<file path="src/design/safety_pkg.sv">
package safety_pkg;

  // ==========================================================================
  // Timing
  localparam int unsigned CLK_HZ = 25_000_000;
  localparam int unsigned TICK_US = 1000;
  localparam int unsigned TICK_CYCLES = (CLK_HZ / 1_000_000) * TICK_US;
  localparam int unsigned CNT_W = 12;
  localparam int unsigned RST_MIN_MS = 250;
  localparam int unsigned RST_MAX_MS = 2000;
  localparam int unsigned SKEW_MAX_MS = 3000;
  localparam int unsigned SSI_SKEW_MS = 3000;
  localparam int unsigned FLASH_MS = 250;
  localparam int unsigned SEC_MS = 1000;
  localparam logic [CNT_W-1:0] RST_MIN_TICKS = CNT_W'((RST_MIN_MS * 1000 + TICK_US - 1) / TICK_US);
  localparam logic [CNT_W-1:0] RST_MAX_TICKS = CNT_W'((RST_MAX_MS * 1000) / TICK_US);
  localparam logic [CNT_W-1:0] SKEW_MAX_TICKS = CNT_W'((SKEW_MAX_MS * 1000) / TICK_US);
  localparam logic [CNT_W-1:0] SSI_SKEW_TICKS = CNT_W'((SSI_SKEW_MS * 1000) / TICK_US);
  localparam logic [CNT_W-1:0] FLASH_TICKS = CNT_W'((FLASH_MS * 1000) / TICK_US);
  localparam logic [CNT_W-1:0] SEC_TICKS = CNT_W'((SEC_MS * 1000) / TICK_US);
  localparam logic [5:0] BD_SHORT_S = 6'h1e;
  localparam logic [5:0] BD_LONG_S = 6'h3c;

  // ==========================================================================
  // Register map
  localparam logic [7:0] ADDR_CTRL = 8'h00;
  localparam logic [7:0] ADDR_STATUS = 8'h04;
  localparam logic [7:0] ADDR_IRQ_STAT = 8'h08;
  localparam logic [7:0] ADDR_IRQ_MASK = 8'h0c;
  localparam int unsigned CTRL_W = 5;
  localparam int unsigned CTRL_MANUAL_BIT = 0;
  localparam int unsigned CTRL_ONE_WAY_BIT = 1;
  localparam int unsigned CTRL_PERMIT_BIT = 2;
  localparam int unsigned CTRL_BD_LSB = 3;
  localparam logic [CTRL_W-1:0] CTRL_RESET = 5'h01;
  localparam logic [1:0] BD_NONE = 2'h0;
  localparam logic [1:0] BD_30 = 2'h1;
  localparam logic [1:0] BD_60 = 2'h2;
  localparam int unsigned IRQ_W = 5;
  localparam int unsigned IRQ_STOP = 0;
  localparam int unsigned IRQ_LOCK = 1;
  localparam int unsigned IRQ_MUTE_ON = 2;
  localparam int unsigned IRQ_MUTE_OFF = 3;
  localparam int unsigned IRQ_RESET_OK = 4;
  localparam logic [IRQ_W-1:0] IRQ_RESET = 5'h00;

  typedef enum logic [1:0] {ST_WAIT, ST_RUN, ST_MUTE, ST_LOCKOUT} state_t;

endpackage

</file>
<file path="src/design/sync2.sv">
`timescale 1ns/1ps
`default_nettype none
module sync2 #(
  parameter int unsigned W = 1
) (
  input wire logic pclk,
  input wire logic presetn,
  input wire logic [W-1:0] d,
  output logic [W-1:0] q
);
  logic [W-1:0] meta_ff;
  logic [W-1:0] q_ff;

  always_ff @(posedge pclk or negedge presetn) begin
    if (!presetn) begin
      meta_ff <= '0;
      q_ff <= '0;
    end else begin
      meta_ff <= d;
      q_ff <= meta_ff;
    end
  end

  assign q = q_ff;
endmodule
`default_nettype wire

</file>
<file path="src/design/safety_muting_controller.sv">
`timescale 1ns/1ps
`default_nettype none
module safety_muting_controller #(
  parameter int unsigned TICK_CYCLES_P = safety_pkg::TICK_CYCLES
) (
  input wire logic pclk,
  input wire logic presetn,
  input wire logic psel,
  input wire logic penable,
  input wire logic pwrite,
  input wire logic [7:0] paddr,
  input wire logic [31:0] pwdata,
  output logic [31:0] prdata,
  output logic pready,
  output logic pslverr,
  output logic irq,
  input wire logic [1:0] primary_safeguard_input,
  input wire logic [1:0] supplemental_stop_input,
  input wire logic reset_switch,
  input wire logic first_pair_sensor_a,
  input wire logic first_pair_sensor_b,
  input wire logic second_pair_sensor_a,
  input wire logic second_pair_sensor_b,
  input wire logic mute_permit_input,
  output logic [1:0] safety_switching_output,
  output logic green_led,
  output logic yellow_led,
  output logic red_led,
  output logic mute_lamp,
  output logic [1:0] primary_chan_led,
  output logic [1:0] supplemental_chan_led,
  output logic disp_dash,
  output logic [3:0] disp_tens,
  output logic [3:0] disp_ones
);
  import safety_pkg::*;

  // ==========================================================================
  // Input synchronisers
  logic [1:0] psi_s, ssi_s;
  logic rsw_s, s1a_s, s1b_s, s2a_s, s2b_s, permit_s;

  sync2 #(.W(10)) u_sync (
    .pclk(pclk),
    .presetn(presetn),
    .d({mute_permit_input, second_pair_sensor_b, second_pair_sensor_a, first_pair_sensor_b,
        first_pair_sensor_a, reset_switch, supplemental_stop_input, primary_safeguard_input}),
    .q({permit_s, s2b_s, s2a_s, s1b_s, s1a_s, rsw_s, ssi_s, psi_s})
  );

  function automatic logic [CNT_W-1:0] sat_inc(input logic [CNT_W-1:0] v);
    return (v == '1) ? v : v + 12'h001;
  endfunction

  // ==========================================================================
  // Registers
  state_t state_ff, nxt_state;
  logic [31:0] tick_ff, nxt_tick;
  logic [CNT_W-1:0] flash_cnt_ff, nxt_flash_cnt, hold_ff, nxt_hold, ssi_skew_ff, nxt_ssi_skew;
  logic [CNT_W-1:0] sec_ms_ff, nxt_sec_ms;
  logic [1:0][CNT_W-1:0] skew_ff, nxt_skew;
  logic [1:0] both_d_ff, nxt_both_d, pair_bad_ff, nxt_pair_bad;
  logic flash_ff, nxt_flash, rsw_d_ff, press_ok_ff, nxt_press_ok, pwrup_ff, nxt_pwrup;
  logic open_seen_ff, nxt_open_seen;
  logic [5:0] secs_ff, nxt_secs;
  logic [CTRL_W-1:0] ctrl_ff, nxt_ctrl;
  logic [IRQ_W-1:0] irq_stat_ff, nxt_irq_stat, irq_mask_ff, nxt_irq_mask, events;
  logic [31:0] prdata_ff, nxt_prdata;
  logic err_ff, nxt_err, irq_ff, nxt_irq;
  logic [1:0] ssout_ff, nxt_ssout, pled_ff, sled_ff;
  logic green_ff, yellow_ff, red_ff, mute_ff, dash_ff, nxt_green, nxt_yellow, nxt_red, nxt_mute, nxt_dash;
  logic [3:0] tens_ff, ones_ff, nxt_tens, nxt_ones;

  // ==========================================================================
  // Decoded conditions
  logic ms_tick, psi_clear, ssi_clear, guards_clear, any_sensor, bypass, timed, bd_expire, sec_tick;
  logic reset_accept, ssi_fault, mute_req, mute_ok, cfg_manual, cfg_one_way, cfg_permit;
  logic [1:0] pa, pb, pair_start, cfg_bd;

  always_comb begin
    cfg_manual = ctrl_ff[CTRL_MANUAL_BIT];
    cfg_one_way = ctrl_ff[CTRL_ONE_WAY_BIT];
    cfg_permit = ctrl_ff[CTRL_PERMIT_BIT];
    cfg_bd = ctrl_ff[CTRL_BD_LSB +: 2];
    ms_tick = (tick_ff == 32'(TICK_CYCLES_P - 1));
    psi_clear = &psi_s;
    ssi_clear = &ssi_s;
    guards_clear = psi_clear && ssi_clear;
    pa = {s2a_s, s1a_s};
    pb = {s2b_s, s1b_s};
    any_sensor = |{pa, pb};
    bypass = (state_ff == ST_MUTE) && !psi_clear;
    timed = (cfg_bd == BD_30) || (cfg_bd == BD_60);
    bd_expire = bypass && timed && (secs_ff == 6'h00);
    sec_tick = ms_tick && (sec_ms_ff == SEC_TICKS - 12'h001);
    ssi_fault = (ssi_skew_ff >= SSI_SKEW_TICKS);
    reset_accept = !rsw_s && rsw_d_ff && press_ok_ff && guards_clear &&
                   (hold_ff >= RST_MIN_TICKS) && (hold_ff <= RST_MAX_TICKS);
    for (int p = 0; p < 2; p++) begin
      pair_start[p] = pa[p] && pb[p] && !both_d_ff[p] && !pair_bad_ff[p] &&
                      (skew_ff[p] <= SKEW_MAX_TICKS);
    end
    mute_req = cfg_one_way ? (pair_start[0] && !pa[1] && !pb[1]) : (|pair_start);
    mute_ok = mute_req && (!cfg_permit || permit_s);
  end

  // ==========================================================================
  // Timers, switch and sensor tracking
  always_comb begin
    nxt_tick = ms_tick ? 32'h0 : tick_ff + 32'h1;
    nxt_flash_cnt = flash_cnt_ff;
    nxt_flash = flash_ff;
    if (ms_tick) begin
      nxt_flash_cnt = flash_cnt_ff + 12'h001;
      if (flash_cnt_ff == FLASH_TICKS - 12'h001) begin
        nxt_flash_cnt = '0;
        nxt_flash = !flash_ff;
      end
    end
    nxt_hold = rsw_s ? (ms_tick ? sat_inc(hold_ff) : hold_ff) : '0;
    nxt_press_ok = press_ok_ff;
    if (rsw_s && !rsw_d_ff) begin
      nxt_press_ok = guards_clear;
    end else if (rsw_s && !guards_clear) begin
      nxt_press_ok = 1'b0;
    end
    nxt_ssi_skew = (ssi_s[0] != ssi_s[1]) ? (ms_tick ? sat_inc(ssi_skew_ff) : ssi_skew_ff) : '0;
    for (int p = 0; p < 2; p++) begin
      nxt_both_d[p] = pa[p] && pb[p];
      nxt_skew[p] = (pa[p] || pb[p]) ? ((ms_tick && !(pa[p] && pb[p])) ? sat_inc(skew_ff[p]) : skew_ff[p]) : '0;
      nxt_pair_bad[p] = (pa[p] || pb[p]) && (pair_bad_ff[p] || (skew_ff[p] > SKEW_MAX_TICKS));
    end
    nxt_sec_ms = bypass ? (ms_tick ? (sec_tick ? '0 : sec_ms_ff + 12'h001) : sec_ms_ff) : '0;
    nxt_secs = (cfg_bd == BD_60) ? BD_LONG_S : BD_SHORT_S;
    if (bypass) begin
      nxt_secs = (sec_tick && secs_ff != 6'h00) ? secs_ff - 6'h01 : secs_ff;
    end
    nxt_open_seen = (state_ff == ST_LOCKOUT) && (open_seen_ff || (ssi_s == 2'b00));
  end

  // ==========================================================================
  // Main state machine
  always_comb begin
    nxt_state = state_ff;
    nxt_pwrup = pwrup_ff;
    case (state_ff)
      ST_WAIT: begin
        if (ssi_fault) begin
          nxt_state = ST_LOCKOUT;
        end else if ((cfg_manual || pwrup_ff) ? reset_accept : guards_clear) begin
          nxt_state = ST_RUN;
          nxt_pwrup = 1'b0;
        end
      end
      ST_RUN: begin
        if (ssi_fault) begin
          nxt_state = ST_LOCKOUT;
        end else if (!guards_clear) begin
          nxt_state = ST_WAIT;
        end else if (mute_ok) begin
          nxt_state = ST_MUTE;
        end
      end
      ST_MUTE: begin
        if (ssi_fault) begin
          nxt_state = ST_LOCKOUT;
        end else if (!ssi_clear || bd_expire) begin
          nxt_state = ST_WAIT;
        end else if (!any_sensor) begin
          nxt_state = psi_clear ? ST_RUN : ST_WAIT;
        end
      end
      ST_LOCKOUT: begin
        if (open_seen_ff && ssi_clear) begin
          nxt_state = ST_WAIT;
        end
      end
      default: begin
        nxt_state = ST_WAIT;
      end
    endcase
  end

  // ==========================================================================
  // Outputs and indicators
  always_comb begin
    logic [5:0] tens;
    tens = nxt_secs / 6'h0a;
    nxt_ssout = ((nxt_state == ST_RUN) || (nxt_state == ST_MUTE)) ? 2'b11 : 2'b00;
    nxt_green = nxt_ssout[0];
    nxt_yellow = (nxt_state == ST_WAIT) && (cfg_manual || nxt_pwrup) && nxt_flash;
    nxt_red = (nxt_state == ST_LOCKOUT) && nxt_flash;
    nxt_mute = (nxt_state == ST_MUTE);
    nxt_dash = (nxt_state == ST_MUTE) && !psi_clear && !timed && nxt_flash;
    nxt_tens = '0;
    nxt_ones = '0;
    if ((nxt_state == ST_MUTE) && !psi_clear && timed) begin
      nxt_tens = tens[3:0];
      nxt_ones = 4'(nxt_secs - 6'(tens * 6'h0a));
    end
  end

  // ==========================================================================
  // APB slave, control and interrupt registers
  logic setup, wr_en;

  always_comb begin
    setup = psel && !penable;
    wr_en = psel && penable && pwrite;
    events = '0;
    events[IRQ_STOP] = (nxt_state == ST_WAIT) && ((state_ff == ST_RUN) || (state_ff == ST_MUTE));
    events[IRQ_LOCK] = (nxt_state == ST_LOCKOUT) && (state_ff != ST_LOCKOUT);
    events[IRQ_MUTE_ON] = (nxt_state == ST_MUTE) && (state_ff != ST_MUTE);
    events[IRQ_MUTE_OFF] = (state_ff == ST_MUTE) && (nxt_state != ST_MUTE);
    events[IRQ_RESET_OK] = (state_ff == ST_WAIT) && (nxt_state == ST_RUN);
    nxt_ctrl = ctrl_ff;
    nxt_irq_mask = irq_mask_ff;
    nxt_irq_stat = irq_stat_ff;
    if (wr_en && paddr == ADDR_CTRL) begin
      nxt_ctrl = pwdata[CTRL_W-1:0];
    end
    if (wr_en && paddr == ADDR_IRQ_MASK) begin
      nxt_irq_mask = pwdata[IRQ_W-1:0];
    end
    if (wr_en && paddr == ADDR_IRQ_STAT) begin
      nxt_irq_stat = irq_stat_ff & ~pwdata[IRQ_W-1:0];
    end
    nxt_irq_stat = nxt_irq_stat | events;
    nxt_irq = |(nxt_irq_stat & nxt_irq_mask);
    nxt_prdata = prdata_ff;
    nxt_err = err_ff;
    if (setup) begin
      nxt_err = 1'b0;
      nxt_prdata = '0;
      case (paddr)
        ADDR_CTRL: nxt_prdata = 32'(ctrl_ff);
        ADDR_STATUS: nxt_prdata = {16'h0000, 2'b00, secs_ff, pwrup_ff, bypass, mute_ff, green_ff,
                                   ssout_ff, state_ff};
        ADDR_IRQ_STAT: nxt_prdata = 32'(irq_stat_ff);
        ADDR_IRQ_MASK: nxt_prdata = 32'(irq_mask_ff);
        default: nxt_err = 1'b1;
      endcase
    end
  end

  always_ff @(posedge pclk or negedge presetn) begin
    if (!presetn) begin
      state_ff <= ST_WAIT;
      tick_ff <= '0;
      flash_cnt_ff <= '0;
      flash_ff <= 1'b0;
      hold_ff <= '0;
      rsw_d_ff <= 1'b0;
      press_ok_ff <= 1'b0;
      pwrup_ff <= 1'b1;
      ssi_skew_ff <= '0;
      skew_ff <= '0;
      both_d_ff <= '0;
      pair_bad_ff <= '0;
      sec_ms_ff <= '0;
      secs_ff <= BD_SHORT_S;
      open_seen_ff <= 1'b0;
      ctrl_ff <= CTRL_RESET;
      irq_stat_ff <= IRQ_RESET;
      irq_mask_ff <= IRQ_RESET;
      irq_ff <= 1'b0;
      prdata_ff <= '0;
      err_ff <= 1'b0;
      ssout_ff <= '0;
      green_ff <= 1'b0;
      yellow_ff <= 1'b0;
      red_ff <= 1'b0;
      mute_ff <= 1'b0;
      dash_ff <= 1'b0;
      tens_ff <= '0;
      ones_ff <= '0;
      pled_ff <= '0;
      sled_ff <= '0;
    end else begin
      state_ff <= nxt_state;
      tick_ff <= nxt_tick;
      flash_cnt_ff <= nxt_flash_cnt;
      flash_ff <= nxt_flash;
      hold_ff <= nxt_hold;
      rsw_d_ff <= rsw_s;
      press_ok_ff <= nxt_press_ok;
      pwrup_ff <= nxt_pwrup;
      ssi_skew_ff <= nxt_ssi_skew;
      skew_ff <= nxt_skew;
      both_d_ff <= nxt_both_d;
      pair_bad_ff <= nxt_pair_bad;
      sec_ms_ff <= nxt_sec_ms;
      secs_ff <= nxt_secs;
      open_seen_ff <= nxt_open_seen;
      ctrl_ff <= nxt_ctrl;
      irq_stat_ff <= nxt_irq_stat;
      irq_mask_ff <= nxt_irq_mask;
      irq_ff <= nxt_irq;
      prdata_ff <= nxt_prdata;
      err_ff <= nxt_err;
      ssout_ff <= nxt_ssout;
      green_ff <= nxt_green;
      yellow_ff <= nxt_yellow;
      red_ff <= nxt_red;
      mute_ff <= nxt_mute;
      dash_ff <= nxt_dash;
      tens_ff <= nxt_tens;
      ones_ff <= nxt_ones;
      pled_ff <= psi_s;
      sled_ff <= ssi_s;
    end
  end

  assign prdata = prdata_ff;
  assign pready = 1'b1;
  assign pslverr = err_ff && psel && penable;
  assign irq = irq_ff;
  assign safety_switching_output = ssout_ff;
  assign green_led = green_ff;
  assign yellow_led = yellow_ff;
  assign red_led = red_ff;
  assign mute_lamp = mute_ff;
  assign primary_chan_led = pled_ff;
  assign supplemental_chan_led = sled_ff;
  assign disp_dash = dash_ff;
  assign disp_tens = tens_ff;
  assign disp_ones = ones_ff;
endmodule
`default_nettype wire

</file>
<file path="config.mk">
export PLATFORM = sky130hd
export DESIGN_NAME = safety_muting_controller
export DESIGN_NICKNAME = d
export VERILOG_FILES = /design/src/design/safety_pkg.sv /design/src/design/sync2.sv /design/src/design/safety_muting_controller.sv
export SDC_FILE = /design/constraint.sdc
export NUM_CORES = 1
export LEC_CHECK = 0
export BUFFER_PORTS_ARGS = -buffer_cell sky130_fd_sc_hd__buf_2
export CORE_ASPECT_RATIO = 2
export CORE_UTILIZATION = 35
export DETAILED_ROUTE_END_ITERATION = 6
export HOLD_SLACK_MARGIN = 0.15
export PLACE_DENSITY = 0.54
export RECOVER_POWER = 50
export SLEW_MARGIN = 20
export SYNTH_ARGS = -nofsm -noshare
export SYNTH_HDL_FRONTEND = slang
export SYNTH_SLANG_ARGS = --single-unit
</file>
<file path="constraint.sdc">
create_clock -name pclk -period 4.5 [get_ports pclk]
set_input_delay 0.675 -clock pclk [delete_from_list [all_inputs] [get_ports pclk]]
set_output_delay 0.675 -clock pclk [all_outputs]
set_load 0.01 [all_outputs]
</file>
==> results_dict.tcl, run 1 <==
set metrics [dict create \
    status "finished, violations left" \
    violations "capacitance limit, slew limit" \
    hold_depth 1 \
    fin_hold_ws_ps 323 \
    dieHeight_um 232 \
    crit_slowest_cell "or4_1" \
    synthArstFlopShare_pct 100 \
    cp_max_fo 5 \
    nets 1046 \
    grt_pass1_vias 6957 \
    routed_wl_um 20900 \
    hold_viol 0 \
    gp_congestion 0.771 \
    nFillCells 2563 \
    reg2reg_slack_ps 250 \
    vias 6673 \
    yosysTopAreaCellShare_pct 49.3 \
    synth.area.top_cells "dfrtp_1, xnor2_1, ha_1" \
    ant_nets 0 \
    peakVddDrop_v 0.000256 \
    place_hpwl_um 15400 \
    finalSetupTns_ps 0 \
    avgSynthCellArea_um2 10.5 \
    min_path_type "primary input to flop" \
    synth_enable_flop_cells 0 \
    avgRoutedWirePerCell_um 15.9 \
    drc 0 \
    die-area_um2 27100 \
    fin_crit_sh_pct 94.5 \
    min_from "primary_safeguard_input[0]" \
    finalCriticalPeriod_ps 4250 \
    p_total_mw 3.75 \
    rows 83 \
    fin_cells 1317 \
    path_clk_slew_ps 70 \
    utilization_pct 41.2 \
    finalSetupViolCount 0 \
    antenna_cells 0 \
    synthesis.area_um2 9240 \
    grt_max_degree 101 \
    leakage_nw 4.81 \
    dp.cells 1282 \
    clock-root-buffer "clkbuf_16" \
    max_freq_ghz 0.235 \
    cts.sinks 188 \
    ys_types 78 \
    syn_to_final_growth_pct 14.8 \
    fin_skew_ps 12.7 \
    io_buffers 61 \
    yosysSeqAreaShare_pct 51.0 \
    reg2reg_from "tick_ff[0]" \
    crit_chain "ha_2 > nor4b_4 > nand4_2 > or4_1 > o211ai_2 > inv_2 > maj3_1 > o22a_2 > ha_1 > a2111oi_2 > nor3_4 > nor2_1 > fa_1 > or3_1 > a21o_1 > mux2i_1" \
    slew_viol_final 100 \
    slowest_delay_ps 560 \
    ys_warn_count 0 \
    antenna_found_initial 0 \
    die_w_um 117 \
    worstSkewPairLatency_ps 460 \
    hold_end "u_sync.meta_ff[0]" \
    synth_common_cells "dfrtp_1, nor2_1, nand2_1, nand3_1, xnor2_1" \
    grt_overflow 0 \
    synth_seq_cells 188 \
    initialDrtViolationCount 283 \
    cp-start-kind "flop" \
    drv_cap 1 \
    top_level_ports 109 \
    r2r_end "disp_ones[3]" \
    hold_buffers 0 \
    rr_worst_depth 16 \
    ys.flop_type "dfrtp_1" \
    drtPass1Iterations 4 \
    grt_pass1_wl_um 34300 \
    worst_pin_slew_ps 2600 \
    worstPathRequired_ps 4880 \
    syn_inst 879 \
    arrival_ps 4640 \
    p_per_area_nw_per_um2 354 \
    slew_headroom_pct -73.1 \
    routed_via_density 5.07 \
    cts-buffers-inserted 17 \
    start_util_pct 35.9 \
    synth.most_common_cell "dfrtp_1" \
    grtUsageTotal_pct 16.7 \
    cts_tree "done" \
    path_class "flop to flop" \
    cts_buffer_depth 2 \
    core_area_um2 25800 \
    yosys.area.top_type "dfrtp_1" \
    drive_gt1_share_pct 17.5 \
    htree_levels 4 \
    endpoint_kind "flop" \
]
## stage by stage
step / cell area, µm² / setup slack, ps
finish: 10600 / 247
global route: 10600 / -67.9
CTS: 10600 / 45.9
detailed placement: 9990 / 73.5
global placement: 9990 / 130
floorplan: 9310 / 258
## worst max-delay path, delay by kind of cell, from the launching register on
kind                     cells  cell delay (ps)
multiplexers                 1              110
adder cells (fa/ha/maj)      4             1270
AND/OR/NAND/NOR              6             1610
flip-flops                   1              420
buffers and inverters        1               60
AO/OA/AOI/OAI                4              740
## logic make-up (layout without fill, tap and decap cells)
| family | count (synthesis) | in the layout | share of synthesized area [%] |
|---|---|---|---|
| AND/OR/NAND/NOR | 361 | 361 | 21.1 |
| flip-flops | 188 | 188 | 51.0 |
| AO/OA/AOI/OAI | 121 | 121 | 9.04 |
| XOR/XNOR | 80 | 80 | 7.58 |
| buffers and inverters | 78 | 158 | 4.24 |
| adder cells (fa/ha/maj) | 28 | 28 | 3.84 |
| multiplexers | 21 | 21 | 3.14 |
| other | 2 | 20 | 0.0812 |
## metal layers
layer,up-vias,global-route usage (%),part of all wire (%)
met1,3296,17.0,38
met2,132,31.2,56
met3,37,3.68,3.1
met5,-,0,0
met4,0,8.15,3.4
li1,3208,-,-
## report_power, final
part | internal [mW] | switching, mW
clock network | 0.823 | 0.667
logic | 0.188 | 0.295
registers | 1.74 | 0.0394
total | 2.75 | 1.00
## worst max path at each step
stage | start | to | slack (ps) | cells after the start
3_3_place_gp | tick_ff[0] | disp_ones[3] | 130 | 16
3_5_place_dp | tick_ff[0] | disp_ones[3] | 70 | 16
6_report | tick_ff[0] | disp_ones[3] | 250 | 16
5_1_grt | tick_ff[0] | disp_ones[3] | -70 | 17
2_1_floorplan | tick_ff[0] | disp_ones[3] | 260 | 16
4_1_cts | tick_ff[0] | disp_ones[3] | 50 | 16
## registers in the layout, indices dropped and copies added (netlist names), 6 cells and up
signal,count
flash_cnt_ff,12
ssi_skew_ff,12
tick_ff,32
prdata,14
skew_ff,24
sec_ms_ff,12
secs_ff,6
u_sync.meta_ff,10
hold_ff,12
u_sync.q,10
## cell usage in the layout, fill, tap and decap left out, types with 19 or more instances in the layout
cell type	count
nand3_1	45
xor2_1	34
o21ai_0	30
nor2_1	85
nand4_1	19
buf_4	26
dfrtp_1	182
inv_1	37
ha_1	25
and2_1	20
xnor2_1	45
nand2_1	72
conb_1	20
buf_2	60
a21oi_1	24
## timing repair
action,4_1_cts,5_1_grt
endpoints found under the setup margin,0,2
setup buffers,0,3
gates resized for setup,0,6
## final cells by class
type | count | area [µm²] | area share [%]
Sequential cell | 188 | 4710 | 44.4
Tap cell | 340 | 425 | 4.01
Multi-Input combinational cell | 631 | 4240 | 39.9
Clock inverter | 9 | 83.8 | 0.790
Timing Repair Buffer | 88 | 520 | 4.91
Inverter | 38 | 143 | 1.34
Clock buffer | 23 | 488 | 4.60
Power figures use the tool's default switching activity.
==> inputs of run 2 (changes only) <==
Settings changed: CELL_PAD_IN_SITES_DETAIL_PLACEMENT set to 0, CELL_PAD_IN_SITES_GLOBAL_PLACEMENT set to 1, PLACE_DENSITY 0.54 to 0.66.
==> results_dict.tcl, run 2 (same netlist as run 1, synthesis figures left out) <==
set metrics [dict create \
    vias 6603 \
    drtPass1Iterations 4 \
    fin_hold_ws_ps 328 \
    antenna_cells 0 \
    status "finished, violations left" \
    rows 83 \
    reg2reg_slack_ps 250 \
    worst_pin_slew_ps 2650 \
    slew_headroom_pct -76.7 \
    cts_tree "done" \
    place_hpwl_um 15600 \
    path_class "flop to flop" \
    initialDrtViolationCount 292 \
    final_area_um2 10600 \
    cts_buffer_depth 2 \
    drive_gt1_share_pct 17.7 \
    worstSkewPairLatency_ps 450 \
    fin_skew_ps 8.69 \
    peakVddDrop_v 0.000301 \
    grtUsageTotal_pct 16.9 \
    place_ws_ps 168 \
    fin_crit_sh_pct 94.4 \
    grt_pass1_wl_um 34500 \
    cts-buffers-inserted 17 \
    slew_viol_final 102 \
    grt_max_degree 103 \
    arrival_ps 4630 \
    final_common_cell "dfrtp_1" \
    routed_via_density 5.00 \
    start_util_pct 35.9 \
    cp-start-kind "flop" \
    cp_max_fo 5 \
    io_buffers 61 \
    finalSetupViolCount 0 \
    dieHeight_um 232 \
    path_clk_slew_ps 70 \
    die_w_um 117 \
    gp_congestion 0.788 \
    die-area_um2 27100 \
    worstPathRequired_ps 4880 \
    drv_cap 1 \
    ant_nets 0 \
    nets 1049 \
    leakage_nw 4.80 \
    grt_overflow 0 \
    rsz0062_at_grt "false" \
    syn_to_final_growth_pct 14.5 \
    antenna_found_initial 0 \
    grt_pass1_vias 6790 \
    clock-root-buffer "clkbuf_16" \
    max_freq_ghz 0.235 \
    nFillCells 2575 \
    post_dp_cell_area_um2 10000 \
    endpoint_kind "flop" \
    p_total_mw 3.66 \
    final_cell_mix "dfrtp_1, nor2_1, nand2_1" \
    p_per_area_nw_per_um2 346 \
    largest_reg_flops 32 \
    finalCriticalPeriod_ps 4250 \
    cts.sinks 188 \
    drc 0 \
    routed_wl_um 21000 \
    core_area_um2 25800 \
    regMostFlops "tick_ff" \
    top_level_ports 109 \
    htree_levels 4 \
    violations "capacitance limit, slew limit" \
    min_path_type "primary input to flop" \
    hold_viol 0 \
    avgRoutedWirePerCell_um 15.9 \
    fin_ws_ps 251 \
    finalSetupTns_ps 0 \
]
-- run 2: cell count changes in the layout (fill, tap and decap cells not counted), sizes merged --
cell and delta:
inv -2, buf +3, clkinv +4, clkinvlp +1, bufinv -1, clkbuf -2
-- run 2: cell type report --
class | count | area, µm² | share of cell area, %
sequential | 188 | 4710 | 44.5
tap | 340 | 425 | 4.02
timing repair buffer | 91 | 543 | 5.13
clock buffer | 21 | 470 | 4.44
multi-input combinational | 631 | 4230 | 39.9
inverter | 38 | 143 | 1.35
clock inverter | 11 | 67.6 | 0.638
-- run 2: timing repair --
item,CTS,global route
endpoints found under the setup margin,0,1
resized for setup,0,4
buffers inserted,0,3
hold buffers,0,0
hold endpoints to repair,0,0
-- run 2: routing by layer --
layer	share of wire (%)	routed length, µm	track usage, %
met5	0	0	0
met4	2.8	583	7.00
met3	2.5	520	4.12
met2	56	11800	31.3
met1	38	8070	17.6
-- run 2: per-stage QoR --
step	util [%]	cells
2_1_floorplan	-	897
3_3_place_gp	38.9	1285
3_5_place_dp	38.9	1285
4_1_cts	41.0	1317
5_1_grt	41.1	1320
6_report	41.1	1320
-- run 2: where the power goes --
part           internal [mW]  total, mW  switching [mW]
Sequential              1.74       1.77          0.0339
Combinational          0.190      0.493           0.304
Clock                  0.745       1.39           0.646
Total                   2.68       3.66           0.984
-- run 2: worst max-delay path, cell delays in order (launching register included) --
cell	delay, ps
dfrtp_1	400
ha_2	260
nor4bb_1	300
nand4_1	120
buf_4	170
nor4_4	310
xor2_1	240
nor2_1	90
maj3_1	350
o22a_2	270
ha_1	290
a2111oi_2	80
nor3_4	200
nor2_1	70
fa_1	360
or3_1	400
a21o_1	160
mux2i_1	110
-- run 2: final timing paths --
check / from / end / cells past startpoint
worst max-delay path: tick_ff[0] / disp_ones[3] / 17
worst min-delay path: primary_safeguard_input[1] / u_sync.meta_ff[1] / 1
worst max register to register: tick_ff[0] / disp_ones[3] / 17
worst min register to register: u_sync.meta_ff[6] / u_sync.q[6] / 0
max in group asynchronous: presetn / secs_ff[2] / 2
min in group asynchronous: presetn / tick_ff[25] / 1
==> inputs of run 3 (changes only) <==
Settings changed: ABC_AREA set to 1, PLACE_DENSITY 0.66 to 0.68.
==> results_dict.tcl, run 3 <==
set metrics [dict create \
    p_total_mw 3.91 \
    slew_headroom_pct -98.7 \
    post_cts_buffers 0 \
    fin_crit_sh_pct 79.7 \
    ys.flop_type "dfrtp_1" \
    fin_skew_ps 10.9 \
    synth.most_common_cell "nand2_1" \
    gp_congestion 0.810 \
    cts_resized 0 \
    muxShareOfSynthArea_pct 0 \
    synthSimpleGateAreaFrac_pct 24.0 \
    htree_levels 4 \
    core_area_um2 26900 \
    synthesis.area_um2 9610 \
    post_dp_cell_area_um2 10300 \
    worstPathRequired_ps 4880 \
    synth_common_cells "nand2_1, dfrtp_1, inv_1, nor2_1, o21ai_0" \
    antenna_found_initial 0 \
    cp-start-kind "flop" \
    crit_slowest_cell "dfrtp_1" \
    synth_xor_xnor_area_share_pct 1.55 \
    arrival_ps 3960 \
    drc 0 \
    cp_max_fo 4 \
    synth_top_family_by_area "simple AND/OR/NAND/NOR gates" \
    min_from "second_pair_sensor_a" \
    utilization_pct 40.5 \
    routed_via_density 4.85 \
    syn_to_final_growth_pct 13.5 \
    drtPass1Iterations 4 \
    rows 85 \
    grt_pass1_wl_um 39000 \
    rsz0062_at_grt "false" \
    drv_cap 1 \
    worstSkewPairLatency_ps 450 \
    grt_pass1_vias 8018 \
    yosysSeqAreaShare_pct 49.0 \
    hold_viol 0 \
    avgSynthCellArea_um2 8.22 \
    synth_seq_cells 188 \
    synth_enable_flop_cells 0 \
    path_class "flop to flop" \
    final_area_um2 10900 \
    peakVddDrop_v 0.000276 \
    path_clk_slew_ps 70 \
    io_buffers 61 \
    cts-buffers-inserted 17 \
    cts_tree "done" \
    endpoint_kind "flop" \
    violations "capacitance limit, slew limit" \
    avgRoutedWirePerCell_um 14.5 \
    ys_types 55 \
    slowest_delay_ps 380 \
    cts.sinks 188 \
    critPathTopFamily "simple AND/OR/NAND/NOR gates" \
    grt_overflow 0 \
    rr_worst_depth 25 \
    hold_depth 1 \
    regMostFlops "tick_ff" \
    slew_viol_final 115 \
    nets 1327 \
    final_common_cell "nand2_1" \
    die_w_um 119 \
    antenna_cells 0 \
    finalSetupTns_ps 0 \
    hold_buffers 0 \
    hold_end "u_sync.meta_ff[7]" \
    top_level_ports 109 \
    worst_pin_slew_ps 2980 \
    leakage_nw 5.22 \
    finalSetupViolCount 0 \
    synth.area.top_cells "dfrtp_1, nand2_1, inv_1" \
    synth-adder-area-share_pct 3.59 \
    ys_warn_count 0 \
    die-area_um2 28200 \
    max_freq_ghz 0.279 \
    synth_compound_area_share_pct 12.1 \
    reg2reg_from "tick_ff[0]" \
    ant_nets 0 \
    yosys.area.top_type "dfrtp_1" \
    largest_reg_flops 32 \
    synthArstFlopShare_pct 100 \
    r2r_end "disp_ones[3]" \
    finalCriticalPeriod_ps 3590 \
    dieHeight_um 236 \
    final_cell_mix "nand2_1, dfrtp_1, inv_1" \
    clock-root-buffer "clkbuf_16" \
    p_per_area_nw_per_um2 359 \
    grt_max_degree 116 \
    drive_gt1_share_pct 11.3 \
    vias 7791 \
    grtUsageTotal_pct 17.8 \
    start_util_pct 35.7 \
    place_hpwl_um 17700 \
    yosysTopAreaCellShare_pct 47.4 \
    cts_buffer_depth 2 \
    min_path_type "primary input to flop" \
    status "finished, violations left" \
    routed_wl_um 23200 \
    reg2reg_slack_ps 910 \
    syn_inst 1170 \
    initialDrtViolationCount 380 \
    critPathBufInv 3 \
    crit_top_cell "nand2_1" \
]
## run 3: cell type report
type,count,area [µm²]
multi-input cells,778,4040
fillers,2751,16000
inverters,189,709
clock inverters,9,136
repair buffers,71,390
clock buffers,23,488
flip-flops and latches,188,4710
well taps,348,435
## run 3: worst max-delay path by stage
stage                           start           end  slack, ps  cells after the start
after floorplan            secs_ff[1]  disp_ones[3]       1390                     23
after global placement    state_ff[0]  disp_ones[0]        880                     20
after detailed placement   tick_ff[0]  disp_ones[3]        870                     25
after CTS                  tick_ff[0]  disp_ones[3]        840                     25
after global routing       tick_ff[0]  disp_ones[3]        500                     25
final                      tick_ff[0]  disp_ones[3]        910                     25
## run 3: power by group
| group | internal [mW] | switching [mW] |
|---|---|---|
| Combinational | 0.164 | 0.357 |
| Clock | 0.934 | 0.665 |
| Sequential | 1.74 | 0.0486 |
## run 3: kinds of logic after synthesis
| kind of cell | after synthesis |
|---|---|
| AOI/OAI and AO/OA | 200 |
| and+or+nand+nor | 514 |
| DFF | 188 |
| adders and majority gates | 27 |
| buffers and inverters | 222 |
| xor gates and xnor gates | 17 |
| other | 2 |
## run 3: worst reg2reg max path: stages, from the launching register on
cell,delay (ps)
dfrtp_1,380
ha_1,170
nand2_1,50
inv_1,120
nand2_1,80
nor2_1,140
nand2_1,80
nor2_2,180
nand3_1,190
nand2_1,120
nand3_2,110
o21ai_2,200
nand2_1,120
nand2_1,130
inv_1,70
ha_1,270
nand2_1,60
nand2_2,80
nand2_2,70
inv_2,60
nor2_1,40
fa_1,380
xor2_1,180
nand2_1,70
nand2_1,50
nor2_1,110
## run 3: routing by layer
metal	up-vias	share of wire, %	track usage [%]
li1	3925	-	-
met1	3683	37	17.3
met2	141	57	34.8
met3	42	2.7	3.22
met4	0	3.3	8.63
met5	-	0	0
## run 3: through the flow
stage	hold WS, ps	setup WS [ps]	cells
after CTS	303	843	1606
after floorplan	331	1390	1188
final	324	913	1606
after detailed placement	336	871	1574
after global placement	332	881	1574
after global routing	306	498	1606
